<file path="src/inc/irpt_defs.svh">
// Purpose: offsets, field positions, reset values and sizes of the infrared pulse port
// Assumes: byte-wide register port, 12-bit byte address
// Notes: Contract below
// Contract
// RULE_01: clearing transmit FIFO enable empties it and zeroes every entry
// RULE_02: clearing receive FIFO enable empties it and zeroes every entry
// RULE_03: with carrier on transmit, a mark is a burst of edges, a space none
// RULE_04: with carrier strip on receive, edge series is a mark, silence a space
// RULE_05: trigger field picks edges: 00 off, 01 falling, 10 rising, 11 both
// RULE_06: each chosen edge ends the current width measurement and starts the next
// RULE_07: later carrier rises count only 16 receive clocks on, within the tolerance
// RULE_08: on timer overflow load all ones plus level, unless overflow load disabled
// RULE_09: loopback feeds modulator output to the receiver, pin still transmits
// RULE_10: carrier used: polarity 0 codes ones as marks, polarity 1 as spaces
// RULE_11: no carrier: polarity 0 ones high idle low, polarity 1 inverted idle high
// RULE_12: tx request: half full or less, or transmitter idle when source bit set
// RULE_13: rx request: half full or more, or not empty when source bit set
// RULE_14: transmitter and receiver run only while their enable bits are set
// RULE_15: 16-bit transmit divider counter reloads when either byte is written
// RULE_16: software never writes a zero transmit divider modulus
// RULE_17: 16-bit receive divider counter reloads when either byte is written
// RULE_18: software never writes a zero receive divider modulus
// RULE_19: duty value n gives n+1 high and 15-n low in each 16-clock carrier
// RULE_20: service requests readable as status; interrupt only where mask bit set
// RULE_21: on receive overrun keep entries, drop new widths, set overrun flag
// RULE_22: timeout flag sets at counter saturation, clears only with receiver enable
// RULE_23: data byte pair reads oldest receive entry, write pushes width and level
// RULE_24: low divider byte sits at the lower address of the 16-bit modulus
`ifndef IRPT_DEFS_SVH
`define IRPT_DEFS_SVH
// ****************************************************************
// register offsets
// ****************************************************************
`define IRPT_ADDR_W      12
`define IRPT_CTRL1_ADDR  12'h200
`define IRPT_CTRL2_ADDR  12'h201
`define IRPT_TDIVL_ADDR  12'h204
`define IRPT_TDIVH_ADDR  12'h205
`define IRPT_RDIVL_ADDR  12'h208
`define IRPT_RDIVH_ADDR  12'h209
`define IRPT_DUTY_ADDR   12'h20C
`define IRPT_STAT_ADDR   12'h210
`define IRPT_IEN_ADDR    12'h214
`define IRPT_FIFOL_ADDR  12'h23C
`define IRPT_FIFOH_ADDR  12'h23D
`define IRPT_LEVEL_ADDR  12'h23E
// ****************************************************************
// field positions and reset values
// ****************************************************************
`define IRPT_C1_TFE      7
`define IRPT_C1_RFE      6
`define IRPT_C1_MOD      5
`define IRPT_C1_DMD      4
`define IRPT_C2_OVFDIS   6
`define IRPT_C2_LOOP     5
`define IRPT_C2_CPL      4
`define IRPT_C2_TIC      3
`define IRPT_C2_RIC      2
`define IRPT_C2_TXE      1
`define IRPT_C2_RXE      0
`define IRPT_C2_MASK     8'h7F
`define IRPT_IEN_MASK    8'h33
`define IRPT_REG_RST     8'h00
// ****************************************************************
// sizes and timing
// ****************************************************************
`define IRPT_DEPTH       8
`define IRPT_CNT_W       4
`define IRPT_HALF        4'h4
`define IRPT_CARR_NOM    5'h10
`define IRPT_TOL_SMALL   5'h03
`define IRPT_TOL_BIG     5'h04
`define IRPT_WIDTH_MAX   16'hFFFF
`endif

</file>
<file path="src/inc/irpt_pkg.sv">
// Purpose: shared types of the infrared pulse port
// Assumes: nothing
// Notes: none
package irpt_pkg;
	typedef struct packed {
		logic        level;
		logic [15:0] width;
	} entry_type;

	typedef enum logic {
		TX_IDLE  = 1'b0,
		TX_PULSE = 1'b1
	} tx_state_type;
endpackage : irpt_pkg

</file>
<file path="src/logic/irpt_fifo.sv">
// Purpose: pulse entry FIFO with enable that clears every entry
// Assumes: push ignored when full, pop ignored when empty
// Notes: head shows the oldest entry
`timescale 1ns/1ns
`include "irpt_defs.svh"
module irpt_fifo (
	// clock and reset
	input  wire logic                      clock,
	input  wire logic                      rst,
	// control
	input  wire logic                      en,
	input  wire logic                      push,
	input  wire irpt_pkg::entry_type       push_data,
	input  wire logic                      pop,
	// state
	output irpt_pkg::entry_type            head,
	output logic [`IRPT_CNT_W-1:0]         count,
	output logic                           full,
	output logic                           empty
);
	logic [2:0]          wr_ptr_q;
	logic [2:0]          rd_ptr_q;
	logic [`IRPT_CNT_W-1:0] cnt_q;
	logic                do_push;
	logic                do_pop;
	irpt_pkg::entry_type slot [`IRPT_DEPTH];

	assign full    = (cnt_q == `IRPT_CNT_W'(`IRPT_DEPTH));
	assign empty   = (cnt_q == '0);
	assign count   = cnt_q;
	assign do_push = en && push && !full;
	assign do_pop  = en && pop && !empty;
	assign head    = slot[rd_ptr_q];

	// ****************************************************************
	// storage
	// ****************************************************************
	genvar i;
	generate
		for (i = 0; i < `IRPT_DEPTH; i++) begin : g_entry
			irpt_pkg::entry_type entry_q;
			always_ff @(posedge clock or posedge rst) begin
				if (rst) begin
					entry_q <= '0;
				end else if (!en) begin
					entry_q <= '0; // see RULE_01 see RULE_02
				end else if (do_push && wr_ptr_q == 3'(i)) begin
					entry_q <= push_data;
				end
			end
			assign slot[i] = entry_q;
		end
	endgenerate

	// ****************************************************************
	// pointers
	// ****************************************************************
	always_ff @(posedge clock or posedge rst) begin
		if (rst) begin
			wr_ptr_q <= '0;
			rd_ptr_q <= '0;
			cnt_q    <= '0;
		end else if (!en) begin
			wr_ptr_q <= '0;
			rd_ptr_q <= '0;
			cnt_q    <= '0;
		end else begin
			if (do_push) begin
				wr_ptr_q <= wr_ptr_q + 3'h1;
			end
			if (do_pop) begin
				rd_ptr_q <= rd_ptr_q + 3'h1;
			end
			cnt_q <= cnt_q + `IRPT_CNT_W'(do_push) - `IRPT_CNT_W'(do_pop);
		end
	end
endmodule : irpt_fifo

</file>
<file path="src/logic/irpt_top.sv">
// Purpose: infrared pulse transmitter and receiver with byte register port
// Assumes: one 250 MHz clock; tx and rx clocks are enables from dividers
// Notes: rx pin passes a three-stage synchroniser
`timescale 1ns/1ns
`include "irpt_defs.svh"
module irpt_top (
	// clock and reset
	input  wire logic                    clock,
	input  wire logic                    rst,
	// register port
	input  wire logic [`IRPT_ADDR_W-1:0] addr,
	input  wire logic [7:0]              wr_data,
	input  wire logic                    wr_en,
	input  wire logic                    rd_en,
	output logic [7:0]                   rd_data,
	// requests
	output logic                         tx_service_req,
	output logic                         rx_service_req,
	output logic                         irq,
	// pins
	output logic                         infrared_output_pin,
	input  wire logic                    infrared_input_pin
);
	// ****************************************************************
	// registers
	// ****************************************************************
	logic [7:0]  ctrl1_q;
	logic [7:0]  ctrl2_q;
	logic [15:0] tdiv_q;
	logic [15:0] rdiv_q;
	logic [3:0]  duty_q;
	logic [7:0]  ien_q;
	logic [7:0]  stage_lo_q;
	logic        stage_lvl_q;
	logic [7:0]  rd_data_q;
	logic        ror_q;
	logic        rto_q;
	logic        tx_req_q;
	logic        rx_req_q;
	logic        irq_q;
	logic        ir_out_q;

	logic wr_tdl, wr_tdh, wr_rdl, wr_rdh, tx_push, rx_pop;
	assign wr_tdl  = wr_en && addr == `IRPT_TDIVL_ADDR;
	assign wr_tdh  = wr_en && addr == `IRPT_TDIVH_ADDR;
	assign wr_rdl  = wr_en && addr == `IRPT_RDIVL_ADDR;
	assign wr_rdh  = wr_en && addr == `IRPT_RDIVH_ADDR;
	assign tx_push = wr_en && addr == `IRPT_FIFOH_ADDR; // see RULE_23
	assign rx_pop  = rd_en && addr == `IRPT_FIFOH_ADDR; // see RULE_23

	always_ff @(posedge clock or posedge rst) begin
		if (rst) begin
			ctrl1_q     <= `IRPT_REG_RST;
			ctrl2_q     <= `IRPT_REG_RST; // see RULE_14
			tdiv_q      <= '0;
			rdiv_q      <= '0;
			duty_q      <= '0;
			ien_q       <= `IRPT_REG_RST;
			stage_lo_q  <= '0;
			stage_lvl_q <= 1'b0;
		end else if (wr_en) begin
			case (addr)
				`IRPT_CTRL1_ADDR: ctrl1_q     <= wr_data;
				`IRPT_CTRL2_ADDR: ctrl2_q     <= wr_data & `IRPT_C2_MASK;
				`IRPT_TDIVL_ADDR: tdiv_q[7:0]  <= wr_data; // see RULE_24
				`IRPT_TDIVH_ADDR: tdiv_q[15:8] <= wr_data;
				`IRPT_RDIVL_ADDR: rdiv_q[7:0]  <= wr_data;
				`IRPT_RDIVH_ADDR: rdiv_q[15:8] <= wr_data;
				`IRPT_DUTY_ADDR:  duty_q      <= wr_data[3:0];
				`IRPT_IEN_ADDR:   ien_q       <= wr_data & `IRPT_IEN_MASK;
				`IRPT_FIFOL_ADDR: stage_lo_q  <= wr_data;
				`IRPT_LEVEL_ADDR: stage_lvl_q <= wr_data[0];
				default: ;
			endcase
		end
	end

	logic transmit_fifo_enable, receive_fifo_enable, car_tx, car_rx, ovf_dis, loop, carrier_polarity, tx_service_source, rx_service_source, transmitter_enable, receiver_enable;
	assign transmit_fifo_enable     = ctrl1_q[`IRPT_C1_TFE];
	assign receive_fifo_enable     = ctrl1_q[`IRPT_C1_RFE];
	assign car_tx  = ctrl1_q[`IRPT_C1_MOD];
	assign car_rx  = ctrl1_q[`IRPT_C1_DMD];
	assign ovf_dis = ctrl2_q[`IRPT_C2_OVFDIS];
	assign loop    = ctrl2_q[`IRPT_C2_LOOP];
	assign carrier_polarity     = ctrl2_q[`IRPT_C2_CPL];
	assign tx_service_source     = ctrl2_q[`IRPT_C2_TIC];
	assign rx_service_source     = ctrl2_q[`IRPT_C2_RIC];
	assign transmitter_enable     = ctrl2_q[`IRPT_C2_TXE];
	assign receiver_enable     = ctrl2_q[`IRPT_C2_RXE];

	// ****************************************************************
	// clock dividers
	// ****************************************************************
	logic [15:0] tcnt_q;
	logic [15:0] rcnt_q;
	logic        tx_tick;
	logic        rx_tick;
	assign tx_tick = !(wr_tdl || wr_tdh) && tcnt_q <= 16'h0001;
	assign rx_tick = !(wr_rdl || wr_rdh) && rcnt_q <= 16'h0001;

	always_ff @(posedge clock or posedge rst) begin
		if (rst) begin
			tcnt_q <= '0;
		end else if (wr_tdl) begin
			tcnt_q <= {tdiv_q[15:8], wr_data}; // see RULE_15
		end else if (wr_tdh) begin
			tcnt_q <= {wr_data, tdiv_q[7:0]}; // see RULE_15
		end else if (tx_tick) begin
			tcnt_q <= tdiv_q;
		end else begin
			tcnt_q <= tcnt_q - 16'h0001;
		end
	end

	always_ff @(posedge clock or posedge rst) begin
		if (rst) begin
			rcnt_q <= '0;
		end else if (wr_rdl) begin
			rcnt_q <= {rdiv_q[15:8], wr_data}; // see RULE_17
		end else if (wr_rdh) begin
			rcnt_q <= {wr_data, rdiv_q[7:0]}; // see RULE_17
		end else if (rx_tick) begin
			rcnt_q <= rdiv_q;
		end else begin
			rcnt_q <= rcnt_q - 16'h0001;
		end
	end

	// ****************************************************************
	// transmitter
	// ****************************************************************
	irpt_pkg::entry_type    tx_head;
	irpt_pkg::entry_type    tx_in;
	irpt_pkg::tx_state_type tx_state_q;
	logic [`IRPT_CNT_W-1:0] tx_count;
	logic                   tx_empty;
	logic                   tx_pop;
	logic [15:0]            tx_rem_q;
	logic                   tx_lvl_q;
	logic [3:0]             phase_q;
	logic                   tx_last;
	logic                   mark;
	logic                   tx_mod;

	assign tx_in   = '{level: stage_lvl_q, width: {wr_data, stage_lo_q}};
	assign tx_last = tx_tick && tx_rem_q <= 16'h0001;
	assign tx_pop  = transmitter_enable && !tx_empty &&
		(tx_state_q == irpt_pkg::TX_IDLE && tx_tick || tx_last); // see RULE_14 see RULE_15

	irpt_fifo u_tx_fifo (
		.clock     (clock),
		.rst       (rst),
		.en        (transmit_fifo_enable),
		.push      (tx_push),
		.push_data (tx_in),
		.pop       (tx_pop),
		.head      (tx_head),
		.count     (tx_count),
		.full      (),
		.empty     (tx_empty)
	);

	always_ff @(posedge clock or posedge rst) begin
		if (rst) begin
			tx_state_q <= irpt_pkg::TX_IDLE;
			tx_rem_q   <= '0;
			tx_lvl_q   <= 1'b0;
			phase_q    <= '0;
		end else if (!transmitter_enable) begin
			tx_state_q <= irpt_pkg::TX_IDLE; // see RULE_14
		end else if (tx_pop) begin
			tx_state_q <= irpt_pkg::TX_PULSE;
			tx_rem_q   <= tx_head.width;
			tx_lvl_q   <= tx_head.level;
			phase_q    <= '0;
		end else begin
			case (tx_state_q)
				irpt_pkg::TX_PULSE: begin
					if (tx_last) begin
						tx_state_q <= irpt_pkg::TX_IDLE;
					end else if (tx_tick) begin
						tx_rem_q <= tx_rem_q - 16'h0001;
						phase_q  <= phase_q + 4'h1;
					end
				end
				default: tx_state_q <= irpt_pkg::TX_IDLE;
			endcase
		end
	end

	assign mark = tx_lvl_q ^ carrier_polarity; // see RULE_10 see RULE_11
	always_comb begin
		if (tx_state_q == irpt_pkg::TX_IDLE) begin
			tx_mod = car_tx ? 1'b0 : carrier_polarity; // see RULE_11
		end else if (car_tx) begin
			tx_mod = mark && (phase_q <= duty_q); // see RULE_03 see RULE_19
		end else begin
			tx_mod = mark; // see RULE_03
		end
	end

	always_ff @(posedge clock or posedge rst) begin
		if (rst) begin
			ir_out_q <= 1'b0;
		end else begin
			ir_out_q <= tx_mod; // see RULE_09
		end
	end

	// ****************************************************************
	// receive input and carrier strip
	// ****************************************************************
	logic [2:0] sync_q;
	logic       pin_q;
	logic       src;
	logic       src_prev_q;
	logic       carr_q;
	logic [4:0] gap_q;
	logic [4:0] lo_lim;
	logic [4:0] hi_lim;
	logic       src_rise;
	logic       lvl;

	always_ff @(posedge clock or posedge rst) begin
		if (rst) begin
			sync_q <= '0;
			pin_q  <= 1'b0;
		end else begin
			sync_q <= {sync_q[1:0], infrared_input_pin};
			if (sync_q[1] == sync_q[2]) begin
				pin_q <= sync_q[2];
			end
		end
	end

	assign src      = loop ? tx_mod : pin_q; // see RULE_09
	assign src_rise = src && !src_prev_q;
	assign lo_lim   = `IRPT_CARR_NOM - (ctrl1_q[0] ? `IRPT_TOL_BIG : `IRPT_TOL_SMALL);
	assign hi_lim   = `IRPT_CARR_NOM + (ctrl1_q[1] ? `IRPT_TOL_BIG : `IRPT_TOL_SMALL);

	always_ff @(posedge clock or posedge rst) begin
		if (rst) begin
			src_prev_q <= 1'b0;
			carr_q     <= 1'b0;
			gap_q      <= '0;
		end else if (!receiver_enable) begin
			src_prev_q <= src;
			carr_q     <= 1'b0;
			gap_q      <= '0;
		end else begin
			src_prev_q <= src;
			if (src_rise && (!carr_q || (gap_q >= lo_lim && gap_q <= hi_lim))) begin
				carr_q <= 1'b1; // see RULE_07
				gap_q  <= '0;
			end else if (rx_tick && carr_q) begin
				if (gap_q > hi_lim) begin
					carr_q <= 1'b0; // see RULE_04
				end else begin
					gap_q <= gap_q + 5'h01;
				end
			end
		end
	end

	assign lvl = car_rx ? carr_q : src; // see RULE_04

	// ****************************************************************
	// pulse timer
	// ****************************************************************
	irpt_pkg::entry_type    rx_head;
	irpt_pkg::entry_type    rx_in;
	logic [`IRPT_CNT_W-1:0] rx_count;
	logic                   rx_full;
	logic                   rx_empty;
	logic                   lvl_prev_q;
	logic [15:0]            timer_q;
	logic                   rx_busy_q;
	logic                   edge_hit;
	logic                   sat_hit;
	logic                   rx_push;

	always_comb begin
		case (ctrl1_q[3:2])
			2'b01:   edge_hit = lvl_prev_q && !lvl; // see RULE_05
			2'b10:   edge_hit = !lvl_prev_q && lvl;
			2'b11:   edge_hit = lvl_prev_q != lvl;
			default: edge_hit = 1'b0;
		endcase
	end

	assign sat_hit = rx_busy_q && rx_tick && timer_q == `IRPT_WIDTH_MAX - 16'h0001;
	assign rx_push = receiver_enable && (edge_hit && rx_busy_q || sat_hit && !ovf_dis); // see RULE_08
	assign rx_in   = '{level: lvl_prev_q, width: sat_hit ? `IRPT_WIDTH_MAX : timer_q};

	always_ff @(posedge clock or posedge rst) begin
		if (rst) begin
			lvl_prev_q <= 1'b0;
			timer_q    <= '0;
			rx_busy_q  <= 1'b0;
		end else if (!receiver_enable) begin
			lvl_prev_q <= lvl;
			timer_q    <= '0;
			rx_busy_q  <= 1'b0; // see RULE_14
		end else begin
			lvl_prev_q <= lvl;
			if (edge_hit) begin
				timer_q   <= '0; // see RULE_06
				rx_busy_q <= 1'b1;
			end else if (rx_busy_q && rx_tick && timer_q != `IRPT_WIDTH_MAX) begin
				timer_q <= timer_q + 16'h0001;
			end
		end
	end

	irpt_fifo u_rx_fifo (
		.clock     (clock),
		.rst       (rst),
		.en        (receive_fifo_enable),
		.push      (rx_push),
		.push_data (rx_in),
		.pop       (rx_pop),
		.head      (rx_head),
		.count     (rx_count),
		.full      (rx_full),
		.empty     (rx_empty)
	);

	// ****************************************************************
	// flags, requests and read port
	// ****************************************************************
	always_ff @(posedge clock or posedge rst) begin
		if (rst) begin
			ror_q <= 1'b0;
			rto_q <= 1'b0;
		end else begin
			if (rx_push && rx_full) begin
				ror_q <= 1'b1; // see RULE_21
			end else if (!receive_fifo_enable) begin
				ror_q <= 1'b0;
			end
			if (sat_hit) begin
				rto_q <= 1'b1; // see RULE_22
			end else if (!receiver_enable) begin
				rto_q <= 1'b0;
			end
		end
	end

	always_ff @(posedge clock or posedge rst) begin
		if (rst) begin
			tx_req_q <= 1'b0;
			rx_req_q <= 1'b0;
			irq_q    <= 1'b0;
		end else begin
			tx_req_q <= tx_service_source ? tx_state_q == irpt_pkg::TX_IDLE : tx_count <= `IRPT_HALF; // see RULE_12
			rx_req_q <= rx_service_source ? !rx_empty : rx_count >= `IRPT_HALF; // see RULE_13
			irq_q    <= |({2'b00, tx_req_q, rx_req_q, 2'b00, ror_q, rto_q} & ien_q); // see RULE_20
		end
	end

	always_ff @(posedge clock or posedge rst) begin
		if (rst) begin
			rd_data_q <= '0;
		end else if (rd_en) begin
			case (addr)
				`IRPT_CTRL1_ADDR: rd_data_q <= ctrl1_q;
				`IRPT_CTRL2_ADDR: rd_data_q <= ctrl2_q;
				`IRPT_TDIVL_ADDR: rd_data_q <= tdiv_q[7:0];
				`IRPT_TDIVH_ADDR: rd_data_q <= tdiv_q[15:8];
				`IRPT_RDIVL_ADDR: rd_data_q <= rdiv_q[7:0];
				`IRPT_RDIVH_ADDR: rd_data_q <= rdiv_q[15:8];
				`IRPT_DUTY_ADDR:  rd_data_q <= {4'h0, duty_q};
				`IRPT_STAT_ADDR:  rd_data_q <= {2'b00, tx_req_q, rx_req_q,
					tx_state_q == irpt_pkg::TX_PULSE, rx_busy_q, ror_q, rto_q}; // see RULE_20
				`IRPT_IEN_ADDR:   rd_data_q <= ien_q;
				`IRPT_FIFOL_ADDR: rd_data_q <= rx_head.width[7:0]; // see RULE_23
				`IRPT_FIFOH_ADDR: rd_data_q <= rx_head.width[15:8];
				`IRPT_LEVEL_ADDR: rd_data_q <= {6'h00, !rx_empty, rx_head.level};
				default:          rd_data_q <= 8'h00;
			endcase
		end else begin
			rd_data_q <= 8'h00;
		end
	end

	assign rd_data             = rd_data_q;
	assign tx_service_req      = tx_req_q;
	assign rx_service_req      = rx_req_q;
	assign irq                 = irq_q;
	assign infrared_output_pin = ir_out_q;
endmodule : irpt_top

</file>
<file path="config.mk">
export PLATFORM = sky130hd
export DESIGN_NAME = irpt_top
export DESIGN_NICKNAME = d
export VERILOG_FILES = /design/src/inc/irpt_pkg.sv /design/src/logic/irpt_fifo.sv /design/src/logic/irpt_top.sv
export VERILOG_INCLUDE_DIRS = /design/src /design/src/inc
export SDC_FILE = /design/constraint.sdc
export NUM_CORES = 1
export LEC_CHECK = 0
export ABC_AREA = 1
export BUFFER_PORTS_ARGS = -buffer_cell sky130_fd_sc_hd__buf_2
export CAP_MARGIN = 20
export CORE_MARGIN = 2
export CORE_UTILIZATION = 50
export DETAILED_ROUTE_END_ITERATION = 16
export GPL_ROUTABILITY_DRIVEN = 0
export PLACE_DENSITY = 0.67
export SYNTH_ARGS = -nofsm -noshare
export SYNTH_HDL_FRONTEND = slang
export SYNTH_SLANG_ARGS = --single-unit
export TNS_END_PERCENT = 30
</file>
<file path="constraint.sdc">
create_clock -name clock -period 21.5 [get_ports clock]
set_clock_uncertainty 0.2 [all_clocks]
set_input_delay 3.225 -clock clock [delete_from_list [all_inputs] [get_ports clock]]
set_output_delay 3.225 -clock clock [all_outputs]
set_load 0.01 [all_outputs]
</file>
### After elaboration in Yosys (flattened, before gate mapping)

Cells that the tools add are included.

| word-level totals | value |
|---|---|
| register bits | 453 |
| bits in latches | 0 |
| RAM bits | 0 |
| bits in read-only memories | 0 |
| input bits | 25 |
| logic and storage cells | 347 |
| memories kept | 0 |

| cells by class | value |
|---|---|
| $add $sub $neg | 16 |
| $mul | 0 |
| divide/modulo/power cells | 0 |
| order comparisons | 11 |
| eq/ne operators | 63 |
| shifts and indexed selects | 0 |
| muxes and demuxes | 96 |
| bitwise logic cells | 5 |
| reduce and logical (&&, ||, !) cells | 87 |

Operator list:

| cell | count |
|---|---|
| 17-bit 2-to-1 mux | 36 |
| 16-bit 2-to-1 mux | 14 |
| 12-bit by 10-bit == test with 1-bit output (second input constant) | 12 |
| 17-bit binary-select mux with 3-bit select | 2 |
| 8-bit case mux with 12 select lines | 1 |
| 1-bit logical AND | 50 |
| 16-bit by 1-bit less-or-equal comparator with 1-bit output (second input constant) | 3 |
| 2-bit by 1-bit != test with 1-bit output (second input constant) | 24 |
| 16-bit by 1-bit subtractor with 16-bit output (second input constant) | 3 |
| 3-bit 2-to-1 mux | 10 |
| 2-bit AND reduction | 13 |
| 3-bit == test (second input constant) | 8 |
| 4-bit 2-to-1 mux | 6 |
| 1-bit 2-to-1 mux | 21 |
| 5-bit 2-to-1 mux | 4 |
| 16-bit by 1-bit adder with 16-bit output (second input constant) | 1 |
| 16-bit == test (second input constant) | 1 |
| 16-bit != test (second input constant) | 1 |
| 3-bit by 1-bit adder with 3-bit output (second input constant) | 4 |
| 3-bit by 2-bit == test with 1-bit output (second input constant) | 4 |
| 1-bit zero test | 11 |
| 3-bit by 1-bit != test with 1-bit output (second input constant) | 3 |
| 4-bit by 1-bit adder with 4-bit output | 2 |
| 4-bit == test (second input constant) | 2 |
| other kinds (30) | 42 |

### Depth between registers and ports, before layout

Gate-level depths: netlist of the first run.

| logic depth | value |
|---|---|
| depth in word-level cells | 17 |
| gate-level depth with buffers | 25 |
| gate-level depth less buffers | 25 |

### By module

A second synthesis of the first run with hierarchy kept.

| second synthesis, totals | value |
|---|---|
| cell total of the unflattened synthesis | 3,549 |
| area, all modules | 25,824.8 um^2 |

By module, submodules not included:

| module | instances | cells an instance | area each (um^2) |
|---|---|---|---|
| irpt_top | 1 | 1,311 | 9,854.5 |
| irpt_fifo at u_rx_fifo | 1 | 1,119 | 7,990.2 |
| irpt_fifo at u_tx_fifo | 1 | 1,119 | 7,980.2 |

### Worst setup path before layout of the first run

OpenSTA, ideal clock, no wires.

| timing | value |
|---|---|
| path kind | input to register |
| from | input addr[5] |
| to | register u_tx_fifo.cnt_q[2], in the netlist u_tx_fifo.count[2] |
| library setup time | 0.132 ns |
| arrival time | 5.322 ns |
| setup slack | 15.846 ns |
| cell stages on the path | 16 |
| cell sequence | nor2_1 > nand2_4 > nor2_2 > nand2_2 > nor2_4 > inv_2 > nand3_2 > nor2_4 > nand2_1 > inv_1 > ha_1 > inv_1 > ha_1 > fa_1 > xnor2_1 > nor2_1 |

| between the ends | value |
|---|---|
| cells in the longest elaborated chain, start to end | 12 |

RTL lines:

| element | RTL line | text |
|---|---|---|
| start: declaration | irpt_top.sv:11 | `` input wire logic [`IRPT_ADDR_W-1:0] addr, `` |
| parallel branches: the longest is 10 deep, another holds 4-bit by 1-bit adder with 4-bit output | -- |  |
| 4-bit by 1-bit subtractor with 4-bit output * | irpt_fifo.sv:74 | `` cnt_q <= cnt_q + `IRPT_CNT_W'(do_push) - `IRPT_CNT_W'(do_pop); `` |
| 4-bit 2-to-1 mux * | irpt_fifo.sv:63 | `end else if (!en) begin` |
| end signal: assignment | irpt_fifo.sv:74 |  |
| end: declaration | irpt_fifo.sv:23 | `` logic [`IRPT_CNT_W-1:0] cnt_q; `` |

Every way passes the cells marked *.
A chain may end at the register's enable or synchronous reset.

### Worst setup path in the final report of the first run

| timing | value |
|---|---|
| from | input addr[5] |
| to | register u_rx_fifo.g_entry[4].entry_q[12] in the netlist's numbering |

| between the ends | value |
|---|---|
| cells in the longest elaborated chain, start to end | 14 |

RTL lines:

| element | RTL line | text |
|---|---|---|
| 12-bit by 10-bit == test with 1-bit output | -- |  |
| 1-bit logical AND (no line) | -- |  |
| 1-bit logical OR * | irpt_top.sv:99 | `assign rx_tick = !(wr_rdl \|\| wr_rdh) && rcnt_q <= 16'h0001;` |
| 1-bit zero test * | irpt_top.sv:99 |  |
| 1-bit logical AND * | irpt_top.sv:99 |  |
| 1-bit logical AND * (2 in a row) | irpt_top.sv:291 | `` assign sat_hit = rx_busy_q && rx_tick && timer_q == `IRPT_WIDTH_MAX - 16'h0001; `` |
| 1-bit logical AND | irpt_top.sv:292 | `assign rx_push = receiver_enable && (edge_hit && rx_busy_q \|\| sat_hit && !ovf_dis);` |
| 1-bit logical OR | irpt_top.sv:292 |  |
| 1-bit logical AND | irpt_top.sv:292 |  |
| 1-bit logical AND (2 in a row) | irpt_fifo.sv:31 | `assign do_push = en && push && !full;` |
| 1-bit logical AND | irpt_fifo.sv:47 | `end else if (do_push && wr_ptr_q == 3'(i)) begin` |
| 2-bit by 1-bit != test with 1-bit output (no line) | -- |  |
| end signal: assignment | irpt_fifo.sv:48 | `entry_q <= push_data;` |
| end: declaration | irpt_fifo.sv:41 | `irpt_pkg::entry_type entry_q;` |

Every way passes the cells marked *; elsewhere a longest branch is shown, timed or not. The select of a mux whose other input is x is not followed.

==> results of run 1 <==
[logic make-up after synthesis]
| group | Yosys count | synth area share, % |
|---|---|---|
| AO/OA/AOI/OAI | 582 | 13.8 |
| adder cells (fa/ha/maj) | 50 | 2.74 |
| buffers and inverters | 371 | 6.73 |
| XOR/XNOR | 40 | 1.50 |
| flip-flops | 453 | 48.6 |
| AND/OR/NAND/NOR | 1417 | 26.6 |
[power groups by stage]
stage | registers, W | clock network, W | logic (W)
2_1_floorplan | 0.000891 | 0 | 0.0000511
3_3_place_gp | 0.000894 | 0 | 0.0000717
3_5_place_dp | 0.000894 | 0 | 0.0000723
4_1_cts | 0.000879 | 0.000912 | 0.0000729
5_1_grt | 0.000880 | 0.000946 | 0.0000827
6_report | 0.000879 | 0.000900 | 0.0000734
[per-stage QoR]
stage	utilization (%)	hold slack (ps)	power [W]	setup WS, ps
after floorplan	-	131	0.000942	5450
after global placement	51.4	144	0.000965	14450
after detailed placement	51.4	146	0.000966	14400
after CTS	55.1	167	0.00186	15060
after global routing	55.1	174	0.00191	14720
final	55.1	171	0.00185	15020
[sequential cells by signal (all words and copies together) (netlist names), 4 cells and up]
signal                     cells
u_tx_fifo.g_entry.entry_q    136
gap_q                          5
rd_data                        8
ien_q                          4
tdiv_q                        16
rcnt_q                        16
stage_lo_q                     8
tx_rem_q                      16
timer_q                       16
tcnt_q                        16
ctrl1_q                        8
u_tx_fifo.count                4
rdiv_q                        16
ctrl2_q                        7
duty_q                         4
phase_q                        4
u_rx_fifo.count                4
u_rx_fifo.g_entry.entry_q    136
[worst reg2reg max path, stage by stage (launching register included)]
cell and delay [ps]:
dfrtp_1 380, inv_1 70, ha_1 310, nand2_1 50, o21ai_0 170, nand3_1 90
nand3_1 70, nand2_1 120, nand2_1 110, nand3_1 60, o21ai_0 130, inv_1 110
ha_1 280, a21oi_1 110, o21ai_0 100, nand2_1 160, nand2_1 120, nand2_4 190
nand3_4 120, nand2_4 570, buf_4 740, nand3_1 190, nand2_1 110
[layout make-up]
| type | count | area, sq um |
|---|---|---|
| Fill cell | 4256 | 20800 |
| Sequential cell | 453 | 11300 |
| Multi-Input combinational cell | 2089 | 10400 |
| Clock buffer | 69 | 1420 |
| Inverter | 215 | 818 |
| Tap cell | 607 | 759 |
| Timing Repair Buffer | 66 | 425 |
| Clock inverter | 22 | 290 |
[per-layer routing]
| metal | vias to the layer above | GRT usage [%] | part of all wire, % |
|---|---|---|---|
| met2 | 906 | 45.7 | 46 |
| met5 | - | 0 | 0 |
| met1 | 10200 | 39.5 | 42 |
| met3 | 164 | 5.81 | 8.3 |
| met4 | 0 | 11.0 | 3.5 |
| li1 | 9683 | - | - |
[cells in the final DEF, fill, tap and decap left out, drive strengths merged, types with 3 or more instances in the layout]
cell    Yosys  routed
nand2     692     692
dfrtp     453     453
o21ai     430     430
nand3     403     403
nor2      246     246
inv       211     214
clkbuf    100      69
buf        56      66
ha         47      47
a21oi      44      44
o221ai     40      40
nor3       32      32
nand4      24      24
xor2       23      23
o22ai      19      19
o211ai     19      19
xnor2      17      17
clkinv      4      15
a31oi      10      10
nor4        7       7
nor3b       6       6
bufinv      0       6
or2         4       4
nand3b      3       3
a211oi      3       3
a221oi      3       3
a22oi       3       3
[path summary, 6_finish.rpt]
| check | endpoint | startpoint | cells after the start |
|---|---|---|---|
| worst max-delay path | u_rx_fifo.g_entry[4].entry_q[12] | addr[5] | 14 |
| worst min-delay path | sync_q[1] | sync_q[0] | 0 |
| worst max register to register | u_rx_fifo.g_entry[4].entry_q[12] | duty_q[3] | 22 |
| worst min register to register | sync_q[1] | sync_q[0] | 0 |
| max in group asynchronous | u_tx_fifo.rd_ptr_q[0] | rst | 6 |
| min in group asynchronous | rcnt_q[13] | rst | 2 |
[synth_stat cells, drive strengths merged (23+ instances only)]
cell type / n / area share [%]
xor2: 23 / 0.86
inv: 211 / 3.4
dfrtp: 453 / 49
a21oi: 44 / 0.94
clkbuf: 100 / 1.6
nand3: 403 / 8.8
buf: 56 / 1.6
ha: 47 / 2.5
nand2: 692 / 11
o21ai: 430 / 9.2
nor2: 246 / 4.2
nand4: 24 / 0.91
o221ai: 40 / 1.5
nor3: 32 / 0.73
==> flow_summary.ini, run 1 <==
[synthesis]
yosys_register_bits = 453
synth-async-reset-ratio_pct = 100
ys.warnings.count = 0
syn_nets = 2987
seq_area_frac_synth_pct = 48.6
yosysUniqueCellTypes = 51
syn_avg_cell_area_sq_um = 8.00
synth_ff_type = dfrtp_1
synth-edff-count = 0
synth_area_sq_mm = 0.0233
syn_inst = 2913

[critical_path]
critPathBufInv = 2
worstSetupPathType = in -> reg
path_delay_family = simple AND/OR/NAND/NOR gates
required_ps = 21750
endpoint_kind = flip-flop
crit_arrival_ps = 6730
slowest_stage = nand3_2
r2r_setup_slack_ps = 16850
critPathMaxStageDelay_ps = 640
start_kind = input pin
worstPathMaxFanout = 70
cp_common_cell = nand2_4
crit_path_cell_trace = buf_2, nor2_1, nand2_4, nor2_2, nand3_2, nand2_1, nor2_2, nand4_2, nand2_4, nand3_4, nand2_4, buf_4, nand3_1, nand2_1

[cts]
cts_sinks = 453
cts-resized-gates = 0
worstSkewPairLatency_ps = 610
cts_tree = built
cts_max_level = 2
clk_pin_slew_ps = 70
cts-root-buf = clkbuf_16
hold_buffers = 0
cts_made_buffers = 51
postCtsSetupRepairBufs = 0
clock_path_buffers = 3

[sta]
post-route-period-util_pct = 30.1
hold_viol = 0
clock.fmax_mhz = 154
layout_min_cycle_time_ps = 6480
setup_viol = 0
fin_tns_setup_ps = 0
grt_setup_unrepaired = false
slew_viol_final = 0
slew_headroom_pct = 24.6
worstMarginPinSlew_ps = 1130

[power]
p_leak_nw = 12.4
p_sw_share_pct = 23.0
seq_power_share_pct = 47.5
p_switching_w = 0.000426
p_int_w = 0.00143
pwr-share-comb_pct = 4.0
p_per_area_mw_per_mm2 = 72.6
p_clk_share_pct = 48.6
ir_drop_v = 0.0000654

[detailed_routing]
final_antenna_net_count = 0
first_iter_violations = 2589
detail_route.vias_per_cell = 5.95
route.detailed.drc = 0
first_pass_iters = 9
vias = 20900
wirelength_mm = 69.6
wire_per_inst_microns = 19.8

[global_route]
grt_start_max_net_pins = 87
track_usage_pct = 29.0
antenna_found_initial = 0
grt_pass1_wl_mm = 109
grt_pass1_vias = 19500
grt_overflow_total = 0

[floorplanning]
ios = 37
coreArea_sq_mm = 0.0463
start_util_pct = 50.4
die_h_microns = 220
die_x_microns = 220
dieArea_sq_mm = 0.0484
num_rows = 79

[finish]
fin_area_sq_mm = 0.0255
area_growth_pct = 9.41
final_nets = 2950
drive_gt1_share_pct = 7.65
stdcell_count = 3521
antenna-diode-count = 0

[placement]
dpl_cell_area_sq_mm = 0.0238
dp.cells = 3429
portBuffers = 36
dp_hpwl_mm = 43.3

[flow_run]
drv_cap = 0

[worst_hold_path]
hp-class = reg -> reg

[outcome]
outcome = finished clean
Note: power is estimated with default switching activity, not from simulation.
==> inputs of run 2 (changes only) <==
PLACE_DENSITY = 0.69   (was 0.67)
clock period = 5.21 ns   (was 21.5 ns; I/O delays follow)
==> run 2 against run 1 <==
Net effect: utilization grew 0.33 points; register-to-register slack lost 16000 ps; setup slack lost 14000 ps; sequential power grew to 4.1 times the previous value; critical path depth grew 8; final area grew 0.59%; wire length grew 0.66%; hold slack lost 71 ps; critical endpoint is now u_rx_fifo.g_entry[5].entry_q[10]; largest power group unchanged.
==> flow_summary.ini, run 2 (synthesis gave the netlist of run 1 again) <==
[detailed_routing]
wire_per_inst_microns = 19.9
first_pass_iters = 6
detail_route.vias_per_cell = 5.96
final_antenna_net_count = 0
route.detailed.drc = 0
wirelength_mm = 70.1
vias = 21000
first_iter_violations = 2595

[finish]
final_nets = 2955
top_regs = u_rx_fifo.g_entry.entry_q x136, u_tx_fifo.g_entry.entry_q x136
antenna-diode-count = 0
area_growth_pct = 10.1
mostFrequentLayoutCell = nand2_1
final_cell_mix = nand2_1, dfrtp_1, o21ai_0, nand3_1, nor2_1
drive_gt1_share_pct = 7.91

[floorplanning]
die_h_microns = 220
dieArea_sq_mm = 0.0484
num_rows = 79
start_util_pct = 50.4
ios = 37
die_x_microns = 220
coreArea_sq_mm = 0.0463

[power]
ir_drop_v = 0.000248
p_leak_nw = 12.5
p_per_area_mw_per_mm2 = 301

[critical_path]
endpoint_kind = flip-flop
crit_arrival_ps = 4450
required_ps = 5520
start_kind = flip-flop
worstSetupPathType = reg -> reg
worstPathMaxFanout = 88

[global_route]
grt_pass1_vias = 20000
grt_overflow_total = 0
grt_start_max_net_pins = 170
antenna_found_initial = 1
track_usage_pct = 29.2
grt_pass1_wl_mm = 111

[flow_run]
drv_cap = 0

[sta]
slew_viol_final = 0
slew_headroom_pct = 20.4
layout_min_cycle_time_ps = 4150
setup_viol = 0
grt_setup_unrepaired = false
setup_ws_ps = 1060
hold_slack_ps = 99.9
worstMarginPinSlew_ps = 1190
post-route-period-util_pct = 79.6
hold_viol = 0
fin_tns_setup_ps = 0
clock.fmax_mhz = 241

[cts]
postCtsSetupRepairBufs = 0
clk_pin_slew_ps = 60
clock_path_buffers = 3
cts-resized-gates = 0
cts-root-buf = clkbuf_16
cts_max_level = 2
hold_buffers = 1
cts_sinks = 453
cts_tree = built
cts_made_buffers = 49
worstSkewPairLatency_ps = 610

[worst_hold_path]
hp-class = in -> reg

[placement]
dp_slack_ps = 1220
dp_hpwl_mm = 43.6
portBuffers = 36

[outcome]
outcome = finished clean
run 2: cell count changes in the layout (fill, tap and decap cells not counted):
cell	delta
bufinv_16	-1
a21oi_4	+1
clkbuf_8	+12
dlygate4sd3_1	+1
a21oi_2	-1
clkbuf_1	-2
clkinvlp_4	-1
buf_4	+3
clkinv_16	+1
inv_8	-1
clkinv_2	-6
clkbuf_16	-2
buf_12	+4
buf_16	-1
run 2: report_power, final:
part,switching (W),internal [W]
combinational,0.000212,0.0000920
sequential,0.0000474,0.00358
clock,0.00151,0.00228
run 2: worst max-delay path, stage by stage (launching register included):
cell and delay, ps:
dfrtp_1 380, inv_1 50, ha_1 320, nand2_1 60
o21ai_0 150, nand3_1 90, nand3_1 70, nand2_1 70
nand2_1 90, nand3_1 90, o21ai_0 140, inv_1 110
ha_1 290, a21oi_1 120, o21ai_0 90, nand2_1 150
nand2_1 110, nand2_4 180, nand3_4 110, nand2_4 470
buf_12 360, nand3_1 140, nand2_1 110
run 2: metal layers:
layer / routed length, microns / track usage (%) / vias up / part of all wire (%)
met5: 13 / 0 / - / 0.019
met4: 2460 / 11.8 / 2 / 3.5
met3: 6030 / 5.27 / 188 / 8.6
met2: 32600 / 46.4 / 960 / 46
met1: 29000 / 39.5 / 10200 / 41
li1: - / - / 9686 / -
run 2: worst paths after layout:
| kind | start | to | slack [ps] | cells after the start |
|---|---|---|---|---|
| max reg2reg | duty_q[3] | u_rx_fifo.g_entry[5].entry_q[10] | 1060 | 22 |
| min reg2reg | sync_q[0] | sync_q[1] | 150 | 0 |
| min | infrared_input_pin | sync_q[0] | 100 | 1 |
| max in group asynchronous | rst | tx_rem_q[5] | 2990 | 4 |
| min in group asynchronous | rst | rdiv_q[11] | 510 | 3 |
| max | duty_q[3] | u_rx_fifo.g_entry[5].entry_q[10] | 1060 | 22 |
run 2: through the flow:
stage	utilization (%)	cells	total power, W	cell area [sq um]
final	55.5	3528	0.00772	25700
after global routing	55.5	3528	0.00795	25700
after CTS	55.5	3528	0.00775	25700
after detailed placement	51.6	3436	0.00399	23900
after global placement	51.6	3436	0.00398	23900
after floorplan	-	2913	0.00389	23300
run 2: area by class of cell:
cell class              instances  area (sq um)
flip-flops and latches        453         11300
clock inverters                14           245
inverters                     215           815
repair buffers                 73           510
fillers                      4261         20600
clock buffers                  77          1530
multi-input cells            2089         10400
well taps                     607           759
